## src/core/cfg_router_pkg.sv

```systemverilog
/*
 * Constants, types and field layout for the configuration cycle router.
 * Assumes a single host clock domain; all users import the whole package.
 */
// Function
// - Bus 0 access to a present internal device is claimed by that device.
// - Header byte 8 holds bus, byte 9 holds device and function.
// - Header byte 10 low nibble holds extended register, byte 11 bits 7:2 register.
// - Bus equal to secondary bus gives type 0 packet on graphics link.
// - Type 0 graphics access to non-zero device ends in master abort.
// - Bus above secondary, up to subordinate, gives type 1 graphics packet.
// - Memory-mapped config writes to graphics or hub link complete posted at host, non-posted downstream.
// - Disabled devices, foreign buses, non-internal bus 0 devices go to hub link.
// - Hub link access with bus zero uses a type 0 packet.
// - Hub link access with non-zero bus outside bridge range uses type 1.
// - Unclaimed downstream config access returns master abort to the processor.
// - Compatible and extended accesses to graphics port both go to that port.
// - Index register sits at I/O 0CF8h, claimed only for full doubleword access.
// - Byte or word accesses at the index address pass to hub as I/O.
// - Index bit 31 enables config window; resets to zero.
// - Data window access makes a config cycle only while bit 31 set.
// - Internal device config cycles with function above 1 are ignored.
// - Bus 0 devices 0, 1, 2 are host bridge, graphics bridge, graphics.
package cfg_router_pkg;

	////////////////////////////////////////////////////////////////////////////////
	// I/O addresses and index register
	localparam logic [31:0] CFG_INDEX_ADDR = 32'h0000_0cf8;
	localparam logic [31:0] CFG_DATA_ADDR = 32'h0000_0cfc;
	localparam logic [31:0] CFG_INDEX_RESET = 32'h0000_0000;
	localparam logic [31:0] CFG_INDEX_RW_MASK = 32'h80ff_fffc;
	localparam logic [3:0] BE_DWORD = 4'hf;
	localparam logic [31:0] ABORT_RDATA = 32'hffff_ffff;

	////////////////////////////////////////////////////////////////////////////////
	// Field positions in the index register
	localparam int IDX_EN_BIT = 31;
	localparam int IDX_BUS_LSB = 16;
	localparam int IDX_DEV_LSB = 11;
	localparam int IDX_FN_LSB = 8;
	localparam int IDX_REG_LSB = 2;

	// Field positions in a memory-mapped configuration address
	localparam int MM_WIN_LSB = 28;
	localparam int MM_BUS_LSB = 20;
	localparam int MM_DEV_LSB = 15;
	localparam int MM_FN_LSB = 12;
	localparam int MM_EXT_LSB = 8;
	localparam int MM_REG_LSB = 2;

	// Header bytes 8..11 packed as one word, byte 8 in the top lane
	localparam int HDR_BUS_LSB = 24;
	localparam int HDR_DEV_LSB = 19;
	localparam int HDR_FN_LSB = 16;
	localparam int HDR_EXT_LSB = 8;
	localparam int HDR_REG_LSB = 2;

	////////////////////////////////////////////////////////////////////////////////
	// Bus 0 device numbers
	localparam logic [4:0] DEV_HOST_BRIDGE = 5'h00;
	localparam logic [4:0] DEV_GFX_BRIDGE = 5'h01;
	localparam logic [4:0] DEV_GFX_CORE = 5'h02;
	localparam logic [2:0] FN_MAX_INTERNAL = 3'h1;

	typedef enum {ST_IDLE, ST_WAIT} router_state_t;
	typedef enum {RT_INDEX_WR, RT_INDEX_RD, RT_HUB_IO, RT_INTERNAL, RT_GFX, RT_HUB_CFG,
		RT_ABORT} route_t;

endpackage

```

## src/core/config_cycle_router.sv

```systemverilog
/*
 * Configuration cycle router: index register, data window and memory-mapped
 * decode, routing to internal devices, the graphics link or the hub link.
 * Assumes one outstanding request; the chosen target answers on the shared
 * completion port. Bridge bus numbers and device enables come from elsewhere.
 */
`timescale 1ns/1ns
module config_cycle_router
	import cfg_router_pkg::*;
(
	// Clock and reset
	input wire logic i_sys_clk,
	input wire logic i_rst,
	input wire logic i_clk_en,
	// Host bus request
	input wire logic i_req_valid,
	input wire logic i_req_io,
	input wire logic i_req_write,
	input wire logic [31:0] i_req_addr,
	input wire logic [3:0] i_req_be,
	input wire logic [31:0] i_req_wdata,
	output logic o_req_ready,
	// Host bus answer
	output logic o_rsp_valid,
	output logic o_rsp_abort,
	output logic [31:0] o_rsp_rdata,
	// Configuration from the bridge and device registers
	input wire logic i_mm_enable,
	input wire logic [3:0] i_mm_base,
	input wire logic [7:0] i_sec_bus,
	input wire logic [7:0] i_sub_bus,
	input wire logic i_gfx_bridge_enable,
	input wire logic i_gfx_core_enable,
	// Downstream request
	output logic o_int_valid,
	output logic o_gfx_valid,
	output logic o_hub_valid,
	output logic o_hub_io,
	output logic o_cfg_type1,
	output logic o_cfg_write,
	output logic [31:0] o_cfg_hdr,
	output logic [31:0] o_fwd_addr,
	output logic [3:0] o_fwd_be,
	output logic [31:0] o_fwd_wdata,
	// Shared completion
	input wire logic i_cpl_valid,
	input wire logic i_cpl_abort,
	input wire logic [31:0] i_cpl_rdata,
	// Index register view
	output logic o_config_window_enable
);

	////////////////////////////////////////////////////////////////////////////////
	// Decode
	logic [31:0] config_index;
	router_state_t state;
	logic posted;
	logic accept;
	logic win_hit;
	logic mm_hit;
	logic [7:0] dbus;
	logic [4:0] ddev;
	logic [2:0] dfn;
	logic [3:0] dext;
	logic [5:0] dreg;
	logic dev_present;
	logic in_range;
	logic [31:0] hdr;
	route_t route;

	assign accept = i_req_valid && o_req_ready && i_clk_en;
	assign win_hit = i_req_io && i_req_addr == CFG_DATA_ADDR && config_index[IDX_EN_BIT];
	assign mm_hit = !i_req_io && i_mm_enable && i_req_addr[MM_WIN_LSB +: 4] == i_mm_base;

	always_comb begin
		if (mm_hit) begin
			dbus = i_req_addr[MM_BUS_LSB +: 8];
			ddev = i_req_addr[MM_DEV_LSB +: 5];
			dfn = i_req_addr[MM_FN_LSB +: 3];
			dext = i_req_addr[MM_EXT_LSB +: 4];
			dreg = i_req_addr[MM_REG_LSB +: 6];
		end else begin
			dbus = config_index[IDX_BUS_LSB +: 8];
			ddev = config_index[IDX_DEV_LSB +: 5];
			dfn = config_index[IDX_FN_LSB +: 3];
			dext = 4'h0;
			dreg = config_index[IDX_REG_LSB +: 6];
		end
	end

	config_header_pack u_hdr (
		.i_bus(dbus),
		.i_dev(ddev),
		.i_fn(dfn),
		.i_ext(dext),
		.i_reg(dreg),
		.o_hdr(hdr)
	);

	assign dev_present = ddev == DEV_HOST_BRIDGE
		|| (ddev == DEV_GFX_BRIDGE && i_gfx_bridge_enable)
		|| (ddev == DEV_GFX_CORE && i_gfx_core_enable);
	assign in_range = i_gfx_bridge_enable && dbus >= i_sec_bus && dbus <= i_sub_bus;

	always_comb begin
		route = RT_HUB_IO;
		if (i_req_io && i_req_addr == CFG_INDEX_ADDR && i_req_be == BE_DWORD) begin
			route = i_req_write ? RT_INDEX_WR : RT_INDEX_RD;
		end else if (win_hit || mm_hit) begin
			if (dbus == 8'h00) begin
				if (dev_present) begin
					route = (dfn > FN_MAX_INTERNAL) ? RT_ABORT : RT_INTERNAL;
				end else begin
					route = RT_HUB_CFG;
				end
			end else if (in_range && dbus == i_sec_bus) begin
				route = (ddev != 5'h00) ? RT_ABORT : RT_GFX;
			end else if (in_range) begin
				route = RT_GFX;
			end else begin
				route = RT_HUB_CFG;
			end
		end else if (!i_req_io) begin
			route = RT_ABORT;
		end
		// Byte/word index, disabled window and other I/O stay RT_HUB_IO
	end

	////////////////////////////////////////////////////////////////////////////////
	// Next state
	logic [31:0] next_config_index;
	router_state_t next_state;
	logic next_posted;
	logic next_ready;
	logic next_rsp_valid;
	logic next_rsp_abort;
	logic [31:0] next_rsp_rdata;
	logic next_int_valid;
	logic next_gfx_valid;
	logic next_hub_valid;
	logic next_hub_io;
	logic next_type1;
	logic next_write;
	logic [31:0] next_hdr;
	logic [31:0] next_addr;
	logic [3:0] next_be;
	logic [31:0] next_wdata;

	always_comb begin
		next_config_index = config_index;
		next_state = state;
		next_posted = posted;
		next_rsp_valid = 1'b0;
		next_rsp_abort = 1'b0;
		next_rsp_rdata = o_rsp_rdata;
		next_int_valid = 1'b0;
		next_gfx_valid = 1'b0;
		next_hub_valid = 1'b0;
		next_hub_io = o_hub_io;
		next_type1 = o_cfg_type1;
		next_write = o_cfg_write;
		next_hdr = o_cfg_hdr;
		next_addr = o_fwd_addr;
		next_be = o_fwd_be;
		next_wdata = o_fwd_wdata;
		case (state)
			ST_IDLE: begin
				if (accept) begin
					next_write = i_req_write;
					next_hdr = hdr;
					next_addr = i_req_addr;
					next_be = i_req_be;
					next_wdata = i_req_wdata;
					next_hub_io = 1'b0;
					next_type1 = 1'b0;
					next_posted = 1'b0;
					case (route)
						RT_INDEX_WR: begin
							next_config_index = i_req_wdata & CFG_INDEX_RW_MASK;
							next_rsp_valid = 1'b1;
							next_rsp_rdata = 32'h0000_0000;
						end
						RT_INDEX_RD: begin
							next_rsp_valid = 1'b1;
							next_rsp_rdata = config_index;
						end
						RT_ABORT: begin
							next_rsp_valid = 1'b1;
							next_rsp_abort = 1'b1;
							next_rsp_rdata = ABORT_RDATA;
						end
						RT_INTERNAL: begin
							next_int_valid = 1'b1;
							next_state = ST_WAIT;
						end
						RT_GFX: begin
							next_gfx_valid = 1'b1;
							next_type1 = dbus != i_sec_bus;
							next_state = ST_WAIT;
						end
						RT_HUB_CFG: begin
							next_hub_valid = 1'b1;
							next_type1 = dbus != 8'h00;
							next_state = ST_WAIT;
						end
						default: begin
							next_hub_valid = 1'b1;
							next_hub_io = 1'b1;
							next_state = ST_WAIT;
						end
					endcase
					// Host sees the write done now; downstream still waits for its completion
					if (mm_hit && i_req_write && (route == RT_GFX || route == RT_HUB_CFG)) begin
						next_posted = 1'b1;
						next_rsp_valid = 1'b1;
						next_rsp_rdata = 32'h0000_0000;
					end
				end
			end
			ST_WAIT: begin
				if (i_cpl_valid) begin
					next_state = ST_IDLE;
					next_posted = 1'b0;
					if (!posted) begin
						next_rsp_valid = 1'b1;
						next_rsp_abort = i_cpl_abort;
						next_rsp_rdata = i_cpl_abort ? ABORT_RDATA : i_cpl_rdata;
					end
				end
			end
			default: begin
				next_state = ST_IDLE;
			end
		endcase
		next_ready = next_state == ST_IDLE;
	end

	////////////////////////////////////////////////////////////////////////////////
	// Registers
	always_ff @(posedge i_sys_clk or posedge i_rst) begin
		if (i_rst) begin
			config_index <= CFG_INDEX_RESET;
			state <= ST_IDLE;
			posted <= 1'b0;
			o_req_ready <= 1'b1;
			o_rsp_valid <= 1'b0;
			o_rsp_abort <= 1'b0;
			o_rsp_rdata <= 32'h0000_0000;
			o_int_valid <= 1'b0;
			o_gfx_valid <= 1'b0;
			o_hub_valid <= 1'b0;
			o_hub_io <= 1'b0;
			o_cfg_type1 <= 1'b0;
			o_cfg_write <= 1'b0;
			o_cfg_hdr <= 32'h0000_0000;
			o_fwd_addr <= 32'h0000_0000;
			o_fwd_be <= 4'h0;
			o_fwd_wdata <= 32'h0000_0000;
			o_config_window_enable <= 1'b0;
		end else if (i_clk_en) begin
			config_index <= next_config_index;
			state <= next_state;
			posted <= next_posted;
			o_req_ready <= next_ready;
			o_rsp_valid <= next_rsp_valid;
			o_rsp_abort <= next_rsp_abort;
			o_rsp_rdata <= next_rsp_rdata;
			o_int_valid <= next_int_valid;
			o_gfx_valid <= next_gfx_valid;
			o_hub_valid <= next_hub_valid;
			o_hub_io <= next_hub_io;
			o_cfg_type1 <= next_type1;
			o_cfg_write <= next_write;
			o_cfg_hdr <= next_hdr;
			o_fwd_addr <= next_addr;
			o_fwd_be <= next_be;
			o_fwd_wdata <= next_wdata;
			o_config_window_enable <= next_config_index[IDX_EN_BIT];
		end
	end
endmodule

```

## src/core/config_header_pack.sv

```systemverilog
/*
 * Packs bus, device, function and register numbers into header bytes 8..11.
 * Purely combinational; the caller registers the result.
 */
`timescale 1ns/1ns
module config_header_pack
	import cfg_router_pkg::*;
(
	// Fields
	input wire logic [7:0] i_bus,
	input wire logic [4:0] i_dev,
	input wire logic [2:0] i_fn,
	input wire logic [3:0] i_ext,
	input wire logic [5:0] i_reg,
	// Packed header bytes 8..11
	output logic [31:0] o_hdr
);

	always_comb begin
		o_hdr = 32'h0000_0000;
		o_hdr[HDR_BUS_LSB +: 8] = i_bus;
		o_hdr[HDR_DEV_LSB +: 5] = i_dev;
		o_hdr[HDR_FN_LSB +: 3] = i_fn;
		o_hdr[HDR_EXT_LSB +: 4] = i_ext;
		o_hdr[HDR_REG_LSB +: 6] = i_reg;
	end

endmodule

```

## config.mk

```make
export PLATFORM = sky130hd
export DESIGN_NAME = config_cycle_router
export DESIGN_NICKNAME = d
export VERILOG_FILES = /design/src/core/cfg_router_pkg.sv /design/src/core/config_cycle_router.sv /design/src/core/config_header_pack.sv
export SDC_FILE = /design/constraint.sdc
export NUM_CORES = 1
export LEC_CHECK = 0
export BUFFER_PORTS_ARGS = -buffer_cell sky130_fd_sc_hd__buf_4
export CAP_MARGIN = 0
export CORE_ASPECT_RATIO = 0.5
export CORE_MARGIN = 4
export CORE_UTILIZATION = 52
export CTS_CLUSTER_SIZE = 8
export DETAILED_ROUTE_END_ITERATION = 16
export GPL_ROUTABILITY_DRIVEN = 0
export PLACE_DENSITY = 0.78
export SLEW_MARGIN = 20
export SYNTH_ARGS = -nofsm -noshare
export SYNTH_HDL_FRONTEND = slang
export SYNTH_HIERARCHICAL = 1
export SYNTH_SLANG_ARGS = --single-unit
```

## constraint.sdc

```tcl
create_clock -name i_sys_clk -period 8.1 [get_ports i_sys_clk]
set_input_delay 0.405 -clock i_sys_clk [delete_from_list [all_inputs] [get_ports i_sys_clk]]
set_output_delay 0.405 -clock i_sys_clk [all_outputs]
set_load 0.02 [all_outputs]
```

==> Word-level counts from Yosys, hierarchy flattened <==
Cells that the tools add are included.
{ "totals": {"ff_bits": 191, "latchBits": 0, "ram_bits": 0, "rom_bits": 0, "output_inout_bits": 142, "elab_cells": 128, "n_memories": 0} }
{ "op_classes": {"addsub": 0, "mul": 0, "div": 0, "n_lt_le_gt_ge": 3, "eq_ne": 20, "shift": 0, "muxes": 52, "n_bitwise": 0, "n_reduce_logical": 35} }
{ "ops": {"columns": ["operator", "n"], "rows": [
  ["32-bit 2-to-1 mux", 11],
  ["32-bit case mux with 2 select lines", 2],
  ["32-bit by 3-bit == test with 1-bit output, second input constant", 3],
  ["32-bit logical NOT", 3],
  ["32-bit case mux with 3 select lines", 1],
  ["32-bit by 1-bit == test with 1-bit output, second input constant", 2],
  ["32-bit by 12-bit == test with 1-bit output, second input constant", 2],
  ["32-bit by 4-bit == test with 1-bit output, second input constant", 2],
  ["32-bit by 2-bit == test with 1-bit output, second input constant", 1],
  ["1-bit 2-to-1 mux", 24],
  ["1-bit logical AND", 15],
  ["3-bit 2-to-1 mux", 4],
  ["8-bit == test", 1],
  ["8-bit greater-or-equal comparator", 1],
  ["8-bit less-or-equal comparator", 1],
  ["8-bit logical NOT", 1],
  ["8-bit 2-to-1 mux", 1],
  ["8-bit != test", 1],
  ["1-bit case mux with 2 select lines", 4],
  ["4-bit AND reduction", 2],
  ["8-bit nonzero test", 1],
  ["6-bit 2-to-1 mux", 1],
  ["2-bit != test, second input constant", 3],
  ["6-bit AND reduction", 1],
  ["18 further kinds", 22]
]} }

==> Depth between registers and ports, before layout <==
{ "logic_depth": {"word_depth": 18, "depth_mapped": 18, "ltp_nobuf": 14} }

==> Hierarchy <==
The synthesis kept the hierarchy.
{ "by_module_without_submodules": {"columns": ["mod", "n_inst", "cells_each", "area_each_um2", "seq_area_each_um2"], "rows": [
  ["config_cycle_router", 1, 883, 9118.7, 4931.0],
  ["config_header_pack", 1, 33, 244.0, 0.0]
]} }

==> Worst setup path after synthesis <==
Ideal clock, no wire load.
{ "synth_path": {"path_kind": "input-to-reg", "from": "input i_mm_base[0]", "to": "register config_index[10]", "t_arrival_ns": 3.993, "setup_slack_ns": 3.982, "stages": 18, "path_buffers": 4, "cell_sequence": "xor2_1 -> nor3b_4 -> and2_1 -> buf_4 -> clkbuf_1 -> clkbuf_1 -> nand2_1 -> nand2_1 -> ha_1 -> a21oi_1 -> o21a_1 -> o21ai_0 -> a2111oi_4 -> o21a_1 -> o21ai_4 -> nor3_4 -> buf_12 -> mux2_4"} }
{ "synth_between": {"elab_chain_cells": 13, "elab_cells_between_ends": 32, "cone_classes": "order compare (3); eq/ne (4); mux (11); reduce/logical (14)"} }
{ "synth_rtl": {"columns": ["item", "line", "text"], "rows": [
  ["start: declaration", "config_cycle_router.sv:29", "input wire logic [3:0] i_mm_base,"],
  ["4-bit == test (*)", "config_cycle_router.sv:73", "assign mm_hit = !i_req_io && i_mm_enable && i_req_addr[MM_WIN_LSB +: 4] == i_mm_base;"],
  ["1-bit logical AND (*)", "config_cycle_router.sv:73", null],
  ["8-bit 2-to-1 mux (*)", "config_cycle_router.sv:76", "if (mm_hit) begin"],
  ["named net dbus[7]", "config_cycle_router.sv:61", "logic [7:0] dbus;"],
  ["8-bit greater-or-equal comparator", "config_cycle_router.sv:103", "assign in_range = i_gfx_bridge_enable && dbus >= i_sec_bus && dbus <= i_sub_bus;"],
  ["1-bit logical AND (2 in a row)", "config_cycle_router.sv:103", null],
  ["1-bit 2-to-1 mux or 1-bit logical AND (tied branches)", "config_cycle_router.sv:118, config_cycle_router.sv:116", null],
  ["2-bit 2-to-1 mux", "config_cycle_router.sv:116", "end else if (in_range && dbus == i_sec_bus) begin"],
  ["32-bit 2-to-1 mux (*)", "config_cycle_router.sv:110", "if (dbus == 8'h00) begin"],
  ["32-bit 2-to-1 mux (*)", "config_cycle_router.sv:109", "end else if (win_hit || mm_hit) begin"],
  ["32-bit 2-to-1 mux (*)", "config_cycle_router.sv:107", "if (i_req_io && i_req_addr == CFG_INDEX_ADDR && i_req_be == BE_DWORD) begin"],
  ["32-bit logical NOT (*)", "config_cycle_router.sv:177", "case (route)"],
  ["4-bit AND reduction (no source line) (*)", null, null],
  ["end signal: assignment", "config_cycle_router.sv:261", "config_index <= next_config_index;"],
  ["end: declaration", "config_cycle_router.sv:55", "logic [31:0] config_index;"]
]} }
The timed path passes the listed nets; every way through them passes the cells marked *.
A chain may end at the register's enable or synchronous reset.

==> Final worst setup path <==
{ "layout_path": {"from": "input i_mm_base[0]", "to": "register o_rsp_rdata[21]"} }
{ "layout_between": {"elab_chain_cells": 17, "elab_cells_between_ends": 44, "cone_classes": "order compare (3); eq/ne (9); mux (15); reduce/logical (17)"} }
{ "layout_rtl": {"columns": ["item", "line", "text"], "rows": [
  ["4-bit == test (*)", "config_cycle_router.sv:73", null],
  ["1-bit logical AND (*)", "config_cycle_router.sv:73", null],
  ["branches (longest 15 deep; another with 8-bit greater-or-equal comparator)", null, null],
  ["end signal: assignment", "config_cycle_router.sv:267", "o_rsp_rdata <= next_rsp_rdata;"],
  ["end: declaration", "config_cycle_router.sv:26", "output logic [31:0] o_rsp_rdata,"]
]} }
Every way passes the cells marked *. The select of a mux whose other input is x is not followed.

==> results.yml <==
critical_path:
  end_kind: "flop"
  required_ps: 8460
  crit_type: "in -> reg"
  crit_path_max_fanout: 36
  start_kind: "input port"
  arrival_ps: 4790
synth:
  synth-edff-count: 0
  synth.area.top_cells: "dfrtp_1 52%, nand2_1 11%, mux2_2 5.8%"
  yosysUniqueCellTypes: 59
  avgSynthCellArea_um2: 10.22
  synth-seq-cells: 197
  synth_common_cells: "274 x nand2_1, 196 x dfrtp_1, 48 x mux2_2"
  synthFlopType: "dfrtp_1"
  yosys_warnings: 6
  syn_area_um2: 9363
  ys_seq_area_frac: 0.5267
  synth_area_leader_cell: "dfrtp_1"
  async_flop_share: 1.000
  syn_inst: 916
  post-synth-top-count-cell: "nand2_1"
  synth_top_area_share: 0.5239
routing:
  drc: 0
  first_iter_violations: 516
  first_pass_iters: 5
  routedWlPerCell_um: 19.02
  vias: 7522
  ant_nets: 0
  wl_mm: 26.30
  viasPerCell: 5.439
global_routing:
  groute.usage.overall: 0.2553
  grt_pass1_wl_mm: 40.37
  grt_max_degree: 129
  antenna_found_initial: 0
  grt_pass1_vias: 7479
  grt_overflow: 0
cells_and_area:
  multi_input_area_um2: 3869
  post-route-cell-area_um2: 11840
  final_nets: 1283
  nFillCells: 1389
  drive_gt1_frac: 0.3499
  layout.area.seq_um2: 4931
  layoutNonFillerInstCount: 1383
  syn_to_final_growth_pct: 26.47
  n_antenna_cell: 0
clock_tree:
  cts_resized: 0
  clk_path_buf_depth: 2
  worstSkewPairLatency_ps: 430
  clock-sinks: 197
  cts_inserted_buffers: 17
  cts_hold_buf: 0
  cts_tree: "done"
  htreeDepth: 4
  clockRootBuffer: "clkbuf_16"
  cts_setup_buffers: 0
  cts.clk_slew.worst_paths_ps: 70
power_and_ir_drop:
  p_total_mw: 3.092
  leakage_nw: 6.146
  max-vdd-ir-drop_uv: 165.5
  power_density_nw_per_um2: 261.1
run:
  cap_viol_max_count: 0
floorplan:
  core-area_um2: 17530
  die-area_um2: 20350
  start_util: 0.5342
  fp-row-count: 34
  die_width_um: 197.8
  ios: 273
  die_y_um: 102.9
timing:
  rsz0062_at_grt: "no"
  slew_violations: 0
  tightest_slew_ps: 1116
  relSlewSlack: 0.2558
  tns_ps: 0
  finalSetupViolations: 0
  fin_crit_sh: 0.5478
  fmax_mhz: 225.4
  skew_ps: 15.11
  holdWs_ps: 127.0
  hold_viol_final: 0
  finalCriticalPeriod_ps: 4437
placement:
  hpwl_mm: 19.28
  port_buffers: 272
  dp.cells: 1351
  dpl_cell_area_um2: 11270
status:
  outcome: "finished, final reports clean"
worst_hold_path:
  holdCritPathClass: "in -> async"
==> layer usage <==
metal	up-vias	track usage	wire, um
met5	-	0	0
met4	0	0.07192	709
met3	52	0.06203	2051
met2	293	0.4021	12130
met1	3691	0.3592	11410
li1	3486	-	-
==> report_power, final <==
part | internal [mW] | leakage [nW] | switching [mW]
Combinational | 0.429 | 3.33 | 0.524
Sequential | 1.18 | 2.54 | 0.124
Clock | 0.452 | 0.273 | 0.382
==> final timing paths <==
check,startpoint,end,slack [ps],cells after the start
max,i_mm_base[0],o_rsp_rdata[21]$_DFFE_PP0P_,3660,14
min,i_rst,state[26]$_DFFE_PP0P_,130,2
max reg2reg,config_index[19]$_DFFE_PP0P_,o_rsp_rdata[21]$_DFFE_PP0P_,4430,11
min reg2reg,o_fwd_wdata[26]$_DFFE_PP0P_,o_fwd_wdata[26]$_DFFE_PP0P_,480,2
max in group asynchronous,i_rst,o_fwd_wdata[30]$_DFFE_PP0P_,6450,3
min in group i_sys_clk,i_req_wdata[0],o_fwd_wdata[0]$_DFFE_PP0P_,160,3
==> area by class of cell <==
| cell class | instances | share of cell area |
|---|---|---|
| inverter | 24 | 0.008242 |
| clock buffer | 22 | 0.04005 |
| tap | 234 | 0.02473 |
| multi-input combinational | 619 | 0.3267 |
| timing repair buffer | 277 | 0.1756 |
| sequential | 197 | 0.4164 |
| clock inverter | 10 | 0.008242 |
==> logic make-up after synthesis <==
| family | Yosys count | synth area share |
|---|---|---|
| AND/OR/NAND/NOR | 404 | 0.1991 |
| AO/OA/AOI/OAI | 118 | 0.09168 |
| adder cells (fa/ha/maj) | 16 | 0.02138 |
| XOR/XNOR | 4 | 0.003741 |
| other | 1 | 0.0004005 |
| flip-flops | 197 | 0.5267 |
| buffers and inverters | 105 | 0.06361 |
| multiplexers | 71 | 0.09341 |
==> state kept, by name, indices dropped and copies added, names as in the netlist <==
name and count:
o_hub_valid 1, o_hub_io 1, o_int_valid 1, o_fwd_wdata 32, posted 1, o_fwd_be 4
o_cfg_write 1, o_rsp_abort 1, config_index 23, o_fwd_addr 32, o_cfg_hdr 32, o_req_ready 1
o_gfx_valid 1, state 32, o_cfg_type1 1, o_rsp_valid 1, o_rsp_rdata 32
==> critical path, stage by stage <==
cell and delay [ps]:
buf_4 110, xor2_1 170, nor3b_4 350, and2_2 620, mux2i_1 230, ha_1 310
and4_1 200, nor2b_1 130, o21ai_0 150, a2111oi_4 420, and2_1 250, o21ai_4 270
a211oi_4 890, a22o_1 240
==> layout by cell type, fill, tap and decap left out, types with 4 or more instances in the layout <==
cell       instances
inv_1             23
o22ai_1            6
nor2_1            11
a21o_1            10
conb_1             6
nor4_1            10
nor2b_1           38
a31oi_1           25
o21a_1             5
a21oi_1           19
o21ai_0           16
xor2_1             4
clkbuf_16         17
nor3_1            27
and3_1             7
nand2_1          273
mux2_4            20
mux2_2            48
ha_1              16
a22o_1            23
nand4_1            6
dfrtp_1          196
buf_4            277
==> per-stage QoR <==
step	util	setup slack [ps]
after CTS	0.6755	3367
after floorplan	-	2328
after detailed placement	0.6429	2923
final	0.6756	3663
after global placement	0.6429	3064
after global routing	0.6756	3365
Power figures use the tool's default switching activity.
